[src/logic/psac_pkg.sv]
// package: pin bundle, request types and timing counts for the pseudo-static ram host
package psac_pkg;

	localparam int CLK_PERIOD_NS = 20;
	localparam int ADDR_W = 22;
	localparam int DATA_W = 16;

	// timing figures as printed, in their own unit
	localparam int READ_CYCLE_TIME_NS = 70;        // covers 16M and 32M/64M minima
	localparam int PAGE_ACCESS_TIME_NS = 20;
	localparam int PAGE_READ_CYCLE_TIME_NS = 20;
	localparam int WRITE_PULSE_NS = 45;
	localparam int WRITE_CYCLE_TIME_NS = 70;
	localparam int WRITE_RECOVERY_TIME_NS = 0;
	localparam int READ_SUPPRESS_WINDOW_NS = 5;
	localparam int WRITE_TO_READ_GAP_NS = 25;
	localparam int POWER_DOWN_SETUP_NS = 10;
	localparam int POWER_DOWN_HOLD_NS = 80;
	localparam int WAKE_HOLD_TIME_US = 300;
	localparam int PARTIAL_WAKE_HOLD_US = 1;
	localparam int POWERUP_LOW_HOLD_US = 50;
	localparam int STANDBY_WRITE_HOLD_NS = 10;
	localparam int STANDBY_OE_HOLD_NS = 10;
	localparam int CHIP_HIGH_PULSE_NS = 12;
	localparam int CYCLE_MAX_NS = 1000;
	localparam int PAGE_CLOSE_MAX_US = 4;
	localparam int BYTE_PULSE_OVERLAP_NS = 30;

	// minimum intervals round up, maximum intervals round down
	function automatic int cyc_min(input int ns);
		int c;
		c = (ns + CLK_PERIOD_NS - 1) / CLK_PERIOD_NS;
		return (c < 1) ? 1 : c;
	endfunction
	function automatic int cyc_max(input int ns);
		int c;
		c = ns / CLK_PERIOD_NS;
		return (c < 1) ? 1 : c;
	endfunction

	localparam int READ_CYC = cyc_min(READ_CYCLE_TIME_NS);
	localparam int PAGE_CYC = cyc_min(PAGE_READ_CYCLE_TIME_NS);
	localparam int PAGE_ACC_CYC = cyc_min(PAGE_ACCESS_TIME_NS);
	localparam int WPULSE_CYC = cyc_min(WRITE_PULSE_NS);
	localparam int WCYCLE_CYC = cyc_min(WRITE_CYCLE_TIME_NS);
	localparam int WREC_CYC = cyc_min(WRITE_CYCLE_TIME_NS - WRITE_PULSE_NS
		+ WRITE_RECOVERY_TIME_NS);
	localparam int GAP_CYC = cyc_min(WRITE_TO_READ_GAP_NS);
	localparam int PD_SETUP_CYC = cyc_min(POWER_DOWN_SETUP_NS);
	localparam int PD_HOLD_CYC = cyc_min(POWER_DOWN_HOLD_NS);
	localparam int HOLD_CYC = cyc_min(STANDBY_WRITE_HOLD_NS);
	localparam int CP_CYC = cyc_min(CHIP_HIGH_PULSE_NS);
	localparam int CYCLE_MAX_CYC = cyc_max(CYCLE_MAX_NS);
	localparam int PAGE_CLOSE_CYC = cyc_max(PAGE_CLOSE_MAX_US * 1000);
	localparam int WAKE_CYC_DEF = cyc_min(WAKE_HOLD_TIME_US * 1000);
	localparam int PWAKE_CYC = cyc_min(PARTIAL_WAKE_HOLD_US * 1000);
	localparam int PU_LOW_CYC_DEF = cyc_min(POWERUP_LOW_HOLD_US * 1000);
	localparam int CNT_W = 16;
	localparam int PAGE_BEATS = 8;

	typedef enum logic [1:0] {
		PSAC_CMD_READ,
		PSAC_CMD_PAGE_READ,
		PSAC_CMD_WRITE,
		PSAC_CMD_SLEEP
	} psac_cmd_type;

	typedef struct packed {
		psac_cmd_type cmd;
		logic [ADDR_W-1:0] addr;
		logic [DATA_W-1:0] wdata;
		logic [1:0] byte_en;
		logic partial;
	} psac_req_type;

	typedef struct packed {
		logic primary_chip_enable_n;
		logic power_down_enable;
		logic output_enable_n;
		logic write_enable_n;
		logic low_byte_enable_n;
		logic high_byte_enable_n;
		logic [ADDR_W-1:0] addr;
		logic [DATA_W-1:0] dq_out;
		logic dq_oe;
	} psac_pins_type;

endpackage

[src/logic/psac_host.sv]
// host controller that drives the pseudo-static ram pins with safe timing
module psac_host #(
	parameter int WAKE_CYC = psac_pkg::WAKE_CYC_DEF,
	parameter int PU_LOW_CYC = psac_pkg::PU_LOW_CYC_DEF
) (
	input wire logic core_clk,
	input wire logic resetn,
	input wire logic req_valid,
	input psac_pkg::psac_req_type req,
	output logic req_ready,
	output logic [psac_pkg::DATA_W-1:0] rdata,
	output logic rdata_valid,
	output logic ready_for_use,
	output psac_pkg::psac_pins_type pins,
	input wire logic [psac_pkg::DATA_W-1:0] dq_in
);
	import psac_pkg::*;

	typedef enum logic [4:0] {
		ST_PU_LOW,
		ST_WAKE,
		ST_IDLE,
		ST_RD_ADDR,
		ST_RD_WAIT,
		ST_PG_WAIT,
		ST_RD_END,
		ST_WR_SETUP,
		ST_WR_PULSE,
		ST_WR_END,
		ST_GAP,
		ST_PD_SETUP,
		ST_PD_HOLD,
		ST_PD_OFF
	} psac_state_type;

	psac_state_type state_reg, state_next;
	psac_pins_type pins_reg, pins_next;
	psac_req_type req_reg;
	logic [DATA_W-1:0] rdata_reg, dq_s1_reg, dq_s2_reg;
	logic rvalid_reg, rvalid_next, ready_reg;
	logic [2:0] beat_reg;
	logic last_was_write_reg;
	logic tload, tdone;
	logic [CNT_W-1:0] tcount;
	logic take, pu_armed_reg;

	psac_timer u_timer (
		.core_clk(core_clk),
		.resetn(resetn),
		.load(tload),
		.count(tcount),
		.done(tdone)
	);

	assign take = req_valid && req_ready;
	assign req_ready = (state_reg == ST_IDLE) && tdone;

	// ---------------------------------------------------------------
	// data input synchroniser
	// ---------------------------------------------------------------
	// the pin bus is asynchronous; sampled twice before capture
	always_ff @(posedge core_clk or negedge resetn) begin
		if (!resetn) begin
			dq_s1_reg <= '0;
			dq_s2_reg <= '0;
		end else begin
			dq_s1_reg <= dq_in;
			dq_s2_reg <= dq_s1_reg;
		end
	end

	// ---------------------------------------------------------------
	// next state and pin values
	// ---------------------------------------------------------------
	always_comb begin
		state_next = state_reg;
		pins_next = pins_reg;
		tload = 1'b0;
		tcount = '0;
		rvalid_next = 1'b0;
		case (state_reg)
			ST_PU_LOW: begin
				if (!pu_armed_reg) begin
					tload = 1'b1;
					tcount = CNT_W'(PU_LOW_CYC);
				end else if (tdone) begin
					pins_next.power_down_enable = 1'b1;
					tload = 1'b1;
					tcount = CNT_W'(WAKE_CYC);
					state_next = ST_WAKE;
				end
			end
			ST_WAKE: begin
				if (tdone) begin
					state_next = ST_IDLE;
				end
			end
			ST_IDLE: begin
				if (take) begin
					pins_next.output_enable_n = 1'b1;
					pins_next.write_enable_n = 1'b1;
					pins_next.addr = req.addr;
					case (req.cmd)
						PSAC_CMD_WRITE: begin
							pins_next.dq_out = req.wdata;
							pins_next.dq_oe = 1'b1;
							pins_next.low_byte_enable_n = ~req.byte_en[0];
							pins_next.high_byte_enable_n = ~req.byte_en[1];
							pins_next.primary_chip_enable_n = 1'b0;
							state_next = ST_WR_SETUP;
						end
						PSAC_CMD_SLEEP: begin
							tload = 1'b1;
							tcount = CNT_W'(PD_SETUP_CYC);
							state_next = ST_PD_SETUP;
						end
						default: begin
							pins_next.low_byte_enable_n = 1'b0;
							pins_next.high_byte_enable_n = 1'b0;
							pins_next.primary_chip_enable_n = 1'b0;
							tload = last_was_write_reg;
							tcount = CNT_W'(GAP_CYC);
							state_next = ST_RD_ADDR;
						end
					endcase
				end
			end
			ST_RD_ADDR: begin
				if (tdone) begin
					pins_next.output_enable_n = 1'b0;
					tload = 1'b1;
					// address kept a full read cycle
					tcount = CNT_W'(READ_CYC);
					state_next = ST_RD_WAIT;
				end
			end
			ST_RD_WAIT: begin
				if (tdone) begin
					rvalid_next = 1'b1;
					if (req_reg.cmd == PSAC_CMD_PAGE_READ && beat_reg != 3'(PAGE_BEATS - 1)) begin
						pins_next.addr[2:0] = pins_reg.addr[2:0] + 3'd1;
						tload = 1'b1;
						// one extra clock covers the data synchroniser
						tcount = CNT_W'(PAGE_ACC_CYC + 1);
						state_next = ST_PG_WAIT;
					end else begin
						state_next = ST_RD_END;
					end
				end
			end
			ST_PG_WAIT: begin
				if (tdone) begin
					rvalid_next = 1'b1;
					if (beat_reg == 3'(PAGE_BEATS - 1)) begin
						state_next = ST_RD_END;
					end else begin
						pins_next.addr[2:0] = pins_reg.addr[2:0] + 3'd1;
						tload = 1'b1;
						tcount = CNT_W'(PAGE_ACC_CYC + 1);
					end
				end
			end
			ST_RD_END: begin
				pins_next.primary_chip_enable_n = 1'b1;
				tload = 1'b1;
				tcount = CNT_W'(HOLD_CYC);
				state_next = ST_GAP;
			end
			ST_WR_SETUP: begin
				// last falling edge starts the pulse
				pins_next.write_enable_n = 1'b0;
				tload = 1'b1;
				tcount = CNT_W'(WPULSE_CYC);
				state_next = ST_WR_PULSE;
			end
			ST_WR_PULSE: begin
				if (tdone) begin
					pins_next.write_enable_n = 1'b1;
					tload = 1'b1;
					tcount = CNT_W'(WREC_CYC);
					state_next = ST_WR_END;
				end
			end
			ST_WR_END: begin
				// write recovery ends with chip enable
				if (tdone) begin
					// write enable stable past chip enable
					pins_next.primary_chip_enable_n = 1'b1;
					pins_next.low_byte_enable_n = 1'b1;
					pins_next.high_byte_enable_n = 1'b1;
					tload = 1'b1;
					tcount = CNT_W'(HOLD_CYC);
					state_next = ST_GAP;
				end
			end
			ST_GAP: begin
				if (tdone) begin
					pins_next.dq_oe = 1'b0;
					pins_next.low_byte_enable_n = 1'b1;
					pins_next.high_byte_enable_n = 1'b1;
					tload = 1'b1;
					tcount = CNT_W'(CP_CYC);
					state_next = ST_IDLE;
				end
			end
			ST_PD_SETUP: begin
				if (tdone) begin
					pins_next.power_down_enable = 1'b0;
					tload = 1'b1;
					tcount = CNT_W'(PD_HOLD_CYC);
					state_next = ST_PD_HOLD;
				end
			end
			ST_PD_HOLD: begin
				if (tdone) begin
					state_next = ST_PD_OFF;
				end
			end
			ST_PD_OFF: begin
				if (req_valid && req.cmd != PSAC_CMD_SLEEP) begin
					pins_next.power_down_enable = 1'b1;
					tload = 1'b1;
					tcount = req_reg.partial ? CNT_W'(PWAKE_CYC) : CNT_W'(WAKE_CYC);
					state_next = ST_WAKE;
				end
			end
			default: begin
				state_next = ST_IDLE;
			end
		endcase
	end

	// ---------------------------------------------------------------
	// state and pin registers
	// ---------------------------------------------------------------
	// power-up hold is loaded once, on the first clock after reset
	always_ff @(posedge core_clk or negedge resetn) begin
		if (!resetn) begin
			pu_armed_reg <= 1'b0;
		end else begin
			pu_armed_reg <= 1'b1;
		end
	end

	// every timed phase is a clock count; ST_IDLE and ST_PD_OFF wait for a request
	always_ff @(posedge core_clk or negedge resetn) begin
		if (!resetn) begin
			state_reg <= ST_PU_LOW;
		end else begin
			state_reg <= state_next;
		end
	end

	// pins reset to a deselected, powered-down, hi-z state
	always_ff @(posedge core_clk or negedge resetn) begin
		if (!resetn) begin
			pins_reg <= '{primary_chip_enable_n: 1'b1, power_down_enable: 1'b0,
				output_enable_n: 1'b1, write_enable_n: 1'b1, low_byte_enable_n: 1'b1,
				high_byte_enable_n: 1'b1, addr: '0, dq_out: '0, dq_oe: 1'b0};
		end else begin
			pins_reg <= pins_next;
		end
	end

	// ---------------------------------------------------------------
	// request capture and bookkeeping
	// ---------------------------------------------------------------
	always_ff @(posedge core_clk or negedge resetn) begin
		if (!resetn) begin
			req_reg <= '0;
			last_was_write_reg <= 1'b0;
		end else if (take) begin
			req_reg <= req;
			last_was_write_reg <= (req.cmd == PSAC_CMD_WRITE);
		end
	end

	// page beat counter; restarts at each accepted request
	always_ff @(posedge core_clk or negedge resetn) begin
		if (!resetn) begin
			beat_reg <= '0;
		end else if (take) begin
			beat_reg <= '0;
		end else if (rvalid_next) begin
			beat_reg <= beat_reg + 3'd1;
		end
	end

	// read data captured from the synchronised bus
	always_ff @(posedge core_clk or negedge resetn) begin
		if (!resetn) begin
			rdata_reg <= '0;
			rvalid_reg <= 1'b0;
		end else begin
			rvalid_reg <= rvalid_next;
			if (rvalid_next) begin
				rdata_reg <= dq_s2_reg;
			end
		end
	end

	// ready level shows the memory is awake and idle
	always_ff @(posedge core_clk or negedge resetn) begin
		if (!resetn) begin
			ready_reg <= 1'b0;
		end else begin
			ready_reg <= (state_next == ST_IDLE);
		end
	end

	assign pins = pins_reg;
	assign rdata = rdata_reg;
	assign rdata_valid = rvalid_reg;
	assign ready_for_use = ready_reg;
endmodule // psac_host

[src/logic/psac_timer.sv]
// down counter that times every pin interval of the host
module psac_timer (
	input wire logic core_clk,
	input wire logic resetn,
	input wire logic load,
	input wire logic [psac_pkg::CNT_W-1:0] count,
	output logic done
);
	import psac_pkg::*;

	logic [CNT_W-1:0] cnt_reg;

	// ---------------------------------------------------------------
	// counter
	// ---------------------------------------------------------------
	// reload wins over the count so back-to-back phases lose no cycle
	always_ff @(posedge core_clk or negedge resetn) begin
		if (!resetn) begin
			cnt_reg <= '0;
		end else if (load) begin
			cnt_reg <= count;
		end else if (cnt_reg != '0) begin
			cnt_reg <= cnt_reg - 1'b1;
		end
	end

	// done ignores load, so the ready path has no loop back through the load
	assign done = (cnt_reg == '0);
endmodule // psac_timer

[config.mk]
export PLATFORM = sky130hd
export DESIGN_NAME = psac_host
export DESIGN_NICKNAME = d
export VERILOG_FILES = /design/src/logic/psac_pkg.sv /design/src/logic/psac_host.sv /design/src/logic/psac_timer.sv
export SDC_FILE = /design/constraint.sdc
export NUM_CORES = 1
export LEC_CHECK = 0
export BUFFER_PORTS_ARGS = -buffer_cell sky130_fd_sc_hd__buf_4
export CAP_MARGIN = 20
export CORE_MARGIN = 4
export CORE_UTILIZATION = 30
export DETAILED_ROUTE_END_ITERATION = 8
export GPL_TIMING_DRIVEN = 0
export HOLD_SLACK_MARGIN = 0.06
export PLACE_DENSITY = 0.62
export SETUP_SLACK_MARGIN = 0.5
export SLEW_MARGIN = 20
export SYNTH_ARGS = -nofsm -noshare
export SYNTH_HDL_FRONTEND = slang
export SYNTH_SLANG_ARGS = --single-unit
[constraint.sdc]
create_clock -name core_clk -period 4.4 [get_ports core_clk]
set_input_delay 0.22 -clock core_clk [delete_from_list [all_inputs] [get_ports core_clk]]
set_output_delay 0.22 -clock core_clk [all_outputs]
set_load 0.02 [all_outputs]
==> results of run 1 <==
-- cell families after synthesis --
logic type / after synthesis / share of synthesized area [%]
simple gates: 154 / 15.79
flops: 124 / 59.98
compound gates: 75 / 9.390
mux: 39 / 8.424
buf+inv: 28 / 2.534
xor+xnor: 15 / 2.534
fa+ha+maj: 5 / 1.207
other cells: 2 / 0.1449
-- layer usage --
metal / wire length [um] / global-route usage (%) / up-vias
met1: 5704 / 17.91 / 2041
li1: - / - / 1948
met4: 128 / 3.759 / 0
met3: 891 / 4.940 / 10
met2: 6953 / 24.12 / 128
met5: 0 / 0 / -
-- area by class of cell --
| type | count | area, um^2 |
|---|---|---|
| clock inverter | 14 | 158.9 |
| fill | 1555 | 9210 |
| inverter | 8 | 30.03 |
| multi-input combinational | 290 | 1943 |
| buffer | 20 | 101.3 |
| timing repair buffer | 178 | 1493 |
| clock buffer | 18 | 439.2 |
| sequential | 124 | 3109 |
| tap | 220 | 275.3 |
-- placed cells by master (no fill, tap or decap), types with 3 or more instances in the layout --
cell,synthesis,final
nor3_1,9,9
mux2_2,37,37
clkbuf_1,6,6
nor3b_1,5,5
inv_1,6,6
nand4_1,6,6
nand2_1,68,68
a31oi_1,3,3
o21ai_0,21,21
nor2b_1,9,9
dlygate4sd3_1,0,53
nor2_1,20,20
o31ai_1,3,3
nand3_1,9,9
nand2b_1,5,5
o22ai_1,3,3
dfrtp_1,119,119
ha_1,5,5
xor2_1,9,9
a21oi_1,21,21
xnor2_1,6,6
buf_4,4,127
nor4b_2,3,3
clkbuf_16,0,17
dfstp_2,5,5
clkinv_4,0,3
buf_2,9,9
inv_6,0,5
-- worst max-delay path by stage --
stage,to,slack [ps],cells past startpoint
global placement,last_was_write_reg$_DFFE_PN0N_,1840,7
finish,req_ready,1510,7
CTS,req_ready,1480,7
global route,req_ready,1260,7
detailed placement,pins[21]$_DFFE_PN0P_,1750,7
floorplan,pins[44]$_DFFE_PN1P_,2170,9
-- Yosys cell counts (3+ instances only) --
library cell / number
nor3_1: 9
xor2_1: 9
o31ai_1: 3
o21ai_0: 21
inv_1: 6
nand3_1: 9
buf_2: 9
a31oi_1: 3
dfrtp_1: 119
nor3b_1: 5
nand4_1: 6
clkbuf_1: 6
xnor2_1: 6
mux2_2: 37
nor4b_2: 3
nand2_1: 68
dfstp_2: 5
nor2b_1: 9
o22ai_1: 3
ha_1: 5
nand2b_1: 5
a21oi_1: 21
nor2_1: 20
buf_4: 4
-- worst reg2reg max path: stages (launching register included) --
cell and delay [ps]:
dfrtp_1 410, inv_1 120, ha_1 170, nor4b_2 400, nand4_2 310, nor2_2 440
buf_2 330, mux2_2 370
-- metrics by stage --
step / hold WS [ps] / area, um^2 / setup slack, ps / util [%]
after floorplan: -75.59 / 5184 / 2171 / -
after global placement: 330.2 / 6390 / 1842 / 38.13
after detailed placement: 191.5 / 6421 / 1750 / 38.31
after CTS: 89.44 / 7550 / 1477 / 45.05
after global routing: 119.7 / 7550 / 1259 / 45.05
final: 113.3 / 7550 / 1514 / 45.05
-- power breakdown --
| part | internal (uW) | leakage [uW] | total (uW) | switching [uW] |
|---|---|---|---|---|
| Combinational | 170 | 0.00173 | 317 | 147 |
| Clock | 862 | 0.000294 | 1400 | 534 |
| Sequential | 1220 | 0.00157 | 1310 | 89.5 |
==> metrics, run 1 <==
cell count after placement=roughly 800; Site Rows=47; net count after synthesis=509; Synth Instances=442; antenna-violating nets left=0; post-synthesis average cell area=11.73 um^2; total core area=0.01676 mm^2; Rel. slew slack=53.86%; filler-free cell count of the finished design=872; number of antenna violations at the first check in global routing=0; cells taking the most area after synthesis=dfrtp_1 (57%), mux2_2 (8.0%), nand2_1 (4.9%); DRT Wirelength=roughly 14000 um; number of storage elements in the synthesis netlist=between 100 and 150; Warnings, synthesis=0; reg-to-reg endpoint=pins[37]$_DFFE_PN0P_; mapped cell area=~0.0052 mm^2; TritonCTS clock tree=yes; critical path arrival=2670 ps; peak supply drop=0.3251 mV; Layout area overhead=45.64%; critical path's largest stage delay=410 ps; number of detailed-routing iterations run before antenna repair=4; Post-synth top flop=dfrtp_1; worst setup path startpoint=u_timer.cnt_reg[0]$_DFFE_PN0P_; cell at the root of the clock tree=clkbuf_16; kind of cell adding the most delay to the critical path=simple AND/OR/NAND/NOR gates; crit-path cells=inv_1, ha_1, nor4b_2, nand4_2, clkbuf_1, nor3_1, buf_4; total CTS buffers=17; count of pins over their slew limit=0; Synth async-reset ratio=100.0%; Net count, final=706; critical path class=register to output pin; Period minus WS final=2886 ps; number of cells upsized or downsized after cts=0; placed wire-length estimate=about 9500 um; RSZ-0062 raised after global routing=no; count of unresolved DRC violations after routing=0; number of I/O pins=126; Hold Path Origin=req[1]; leftover overflow at the end of global routing=0; diode insertion count for antenna repair=0; number of buffers inserted by hold repair at cts=53; number of max-cap violations=0; FF-to-FF path depth=7; cell type with the highest aggregate area in the netlist=dfrtp_1; post-DR wirelength/cell=15.69 um; width of the chip=139.5 um; setup tns final=0 ps; number of flip-flops in the largest register=45; total track usage=14.42%; level count of the clock H-tree=4; overall die height=139.5 um; worst hold path depth=4; count of buffer and inverter cells on the critical path=3; final hold vios=0; Worst-Margin Slew=690.6 ps; count of distinct cell types in the synthesized netlist=63; setup repair bufs after CTS=0; CP startpoint kind=register; Power Dens Cells=400.9 mW/mm^2; largest net degree at the start of global routing=76; Reg2Reg Setup Slack=~1700 ps; area share of the largest cell type after synthesis=57.45%; outcome=completed; Reg-to-Reg Start=u_timer.cnt_reg[0]$_DFFE_PN0P_; number of global-route vias before repair=4361; Clock Skew=9.051 ps; count of flip-flops with a built-in enable after synthesis=0; cell with the largest stage delay on the worst path=dfrtp_1; routability-driven placement congestion ratio=0.8788; required time at the endpoint of the critical path=4180 ps; total power draw=3026 uW; sinks on the clock net=124; full die area=0.01945 mm^2; leakage power=about 0.0036 uW; end point of the most critical hold path=pins[40]$_DFFE_PN1P_; worst-path maximum fanout=10; Initial Utilization=30.93%; fraction of layout instances using a drive strength above 1=a little over a third; routed vias=4127; portion of the clock cycle consumed by the worst path in the final layout=65.59%; critical path capture point type=output pin; Via-to-Cell Ratio=4.733; insertion delay to the later sink of the worst-skew pair=410 ps; maximum clock rate=0.3465 GHz; quantity of I/O buffers inserted on ports=124; Min-Delay Path Class=primary input to register; Setup-failing EPs final=0; DR iter-0 viols=257; first-pass GRT wire length=22620 um; clock-pin slew on the worst setup and hold paths=60 ps; Clock Tree Buf Depth=2; sequential-to-total area share from yosys stat=59.98%
No activity file was read; power rests on OpenSTA's default activity.
==> inputs of run 2 (changes only) <==
Clock period 4.4 ns to 2.78 ns, I/O delays scaled along.
==> run 2 against run 1 <==
Against the previous run: setup slack got worse by 990 ps; sequential share of layout area decreased by 2.5 points; power is 63% higher; first-iteration DRC count shrank 23%; cell count up 3.3%; combinational power is 98% higher; via count grew 3.9%; utilization up 2.9 points; die area unchanged; non-clock buffer count grew 29; count of clock-buffer cells in the layout did not move; global-route usage up 0.39 points; critical endpoint is now u_timer.cnt_reg[2]$_DFFE_PN0P_; largest power group unchanged; highest routed layer unchanged.
==> metrics, run 2 (synthesized netlist as in run 1, its figures left out) <==
outcome=completed; post-DR wirelength/cell=16.00 um (+2.0%); worst setup path startpoint=u_timer.cnt_reg[2]$_DFFE_PN0P_; total core area=0.01676 mm^2 (unchanged); CP startpoint kind=register; FF-to-FF path depth=8 (+1); Initial Utilization=30.93% (unchanged); critical path capture point type=register; number of max-cap violations=0 (unchanged); critical path class=register to register; switching component of the power=1279 uW (+66%); Worst Setup EP=u_timer.cnt_reg[2]$_DFFE_PN0P_; Clock Tree Buf Depth=2 (unchanged); number of antenna violations at the first check in global routing=0 (unchanged); placed wire-length estimate=9474 um (unchanged); Site Rows=47 (unchanged); Rel. slew slack=59.79% (+5.9 points); number of flip-flops in the largest register=45 (unchanged); Via-to-Cell Ratio=4.758 (+0.53%); cell with the largest stage delay on the worst path=dfrtp_2; cell internal pwr=3654 uW (+62%); clock-pin slew on the worst setup and hold paths=60 ps (about the same); leftover overflow at the end of global routing=0 (unchanged); Net count, final=735 (+4.1%); leakage power=0.003808 uW (+6.1%); antenna-violating nets left=0 (unchanged); routed vias=4287 (+3.9%); level count of the clock H-tree=4 (unchanged); number of detailed-routing iterations run before antenna repair=4 (unchanged); count of pins over their slew limit=0 (unchanged); setup tns final=0 ps (unchanged); final hold vios=0 (unchanged); sinks on the clock net=124 (unchanged); quantity of I/O buffers inserted on ports=124 (unchanged); Reg2Reg Setup Slack=520 ps (-1220 ps); worst-path maximum fanout=8 (-2); number of global-route vias before repair=4483 (+2.8%); Power Dens Cells=613.4 mW/mm^2 (+53%); number of I/O pins=126 (unchanged); commonest cells after routing, fill and taps aside=buf_4 (141), dfrtp_1 (117), nand2_1 (67), dlygate4sd3_1 (60), mux2_2 (34); most common cell after layout, fill and taps aside=buf_4; TritonCTS clock tree=yes; largest net degree at the start of global routing=76 (unchanged); diode insertion count for antenna repair=0 (unchanged); cell depth of the worst setup path=8 (+1); Worst-Margin Slew=595.5 ps (-95.05 ps); Setup-failing EPs final=0 (unchanged); crit-path cells=nor4_4, buf_4, nand4_4, buf_6, a2111o_1, nand4_4, mux2i_1, nor2_1; Layout area overhead=55.13%; overall die height=139.5 um (unchanged); Clock Skew=10.19 ps (+1.136 ps); Min-Delay Path Class=primary input to register; peak supply drop=0.5154 mV (+59%); first-pass GRT wire length=23260 um (+2.8%); Post-Place Worst Slack=130.3 ps (-1620 ps); count of buffer and inverter cells on the critical path=2 (-1); total CTS buffers=17 (unchanged); insertion delay to the later sink of the worst-skew pair=410 ps (about the same); maximum clock rate=roughly 0.44 GHz; DRT Wirelength=14420 um (+5.4%); clock network fraction of design power=44.9% (-1.2 points); number of fill cells=1495 (-3.9%); switching share of power=25.93% (+0.47 points); total track usage=14.81% (+0.39 points); Period minus WS final=about 2300 ps; full die area=0.01945 mm^2 (unchanged); kind of cell adding the most delay to the critical path=simple AND/OR/NAND/NOR gates; DR iter-0 viols=198 (-23%); reg-to-reg endpoint=u_timer.cnt_reg[2]$_DFFE_PN0P_; critical path's largest stage delay=450 ps (+40 ps); count of unresolved DRC violations after routing=0 (unchanged); required time at the endpoint of the critical path=3070 ps (-1110 ps); register share of total power=42.3% (-1.1 points); most frequent cell on the critical path=nand4_4; critical path arrival=2550 ps (-120 ps); cell at the root of the clock tree=clkbuf_16; portion of the clock cycle consumed by the worst path in the final layout=81.28%; Reg-to-Reg Start=u_timer.cnt_reg[2]$_DFFE_PN0P_; post-route worst setup slack=520.4 ps (-993.6 ps); routability-driven placement congestion ratio=0.8788 (unchanged); fraction of layout instances using a drive strength above 1=40.68% (+5.7 points); RSZ-0062 raised after global routing=yes; combinational share of power=12.8% (+2.3 points); width of the chip=139.5 um (unchanged)
## run 2: per-stage QoR
| step | total power (uW) | hold WS, ps | util, % | cells | area [um^2] |
|---|---|---|---|---|---|
| finish | 4933 | 161.2 | 47.98 | 901 | 8041 |
| CTS | 4955 | 131.4 | 46.67 | 892 | 7823 |
| global route | 5175 | 171.9 | 47.98 | 901 | 8041 |
| global placement | 2529 | 249.2 | 38.13 | 786 | 6390 |
| floorplan | 2351 | -156.6 | - | 442 | 5184 |
| detailed placement | 2554 | 110.5 | 38.31 | 787 | 6421 |
## run 2: power by group through the flow
stage	Sequential, uW	Combinational, uW	Clock [uW]
floorplan	2100	254	0
global placement	2100	428	0
detailed placement	2110	445	0
CTS	2080	586	2290
global route	2100	701	2370
finish	2090	629	2220
## run 2: metal layers
metal / wire [um] / up-vias / global-route usage, %
met1: 6007 / 2139 / 18.17
met4: 216 / 0 / 4.325
met3: 774 / 21 / 4.974
met5: 0 / - / 0
met2: 7422 / 123 / 24.86
li1: - / 2004 / -
## run 2: layout make-up
type	instances	area, um^2	share of cell area [%]
inverter	8	30.03	0.3734
timing repair buffer	207	1760	21.89
clock buffer	18	439.2	5.461
clock inverter	14	158.9	1.976
tap	220	275.3	3.423
buffer	20	146.4	1.820
multi-input combinational	290	2120	26.36
sequential	124	3112	38.70
## run 2: how the worst min path moves through the flow
stage	from	end	slack (ps)	cells after the start
final	req_valid	pins[0]$_DFFE_PN0P_	160	4
after global routing	req_valid	pins[0]$_DFFE_PN0P_	170	4
after CTS	req_valid	pins[0]$_DFFE_PN0P_	130	4
after detailed placement	resetn	pins[15]$_DFFE_PN0P_	110	1
after global placement	dq_in[1]	dq_s1_reg[1]$_DFF_PN0_	250	1
after floorplan	resetn	beat_reg[0]$_DFFE_PN0P_	-160	0
## run 2: what timing repair did
item	4_1_cts	5_1_grt
gates cloned	1	2
pin swaps	4	14
hold buffers	60	0
gates resized for setup	25	39
hold endpoints to repair	108	0
setup buffers	12	7
endpoints found under the setup margin	89	72
## run 2: worst reg2reg max path, stage by stage (launching register included)
cell and delay, ps:
dfrtp_2 450, nor4_4 330, buf_4 190, nand4_4 170, buf_6 190, a2111o_1 360, nand4_4 200, mux2i_1 200
nor2_1 50
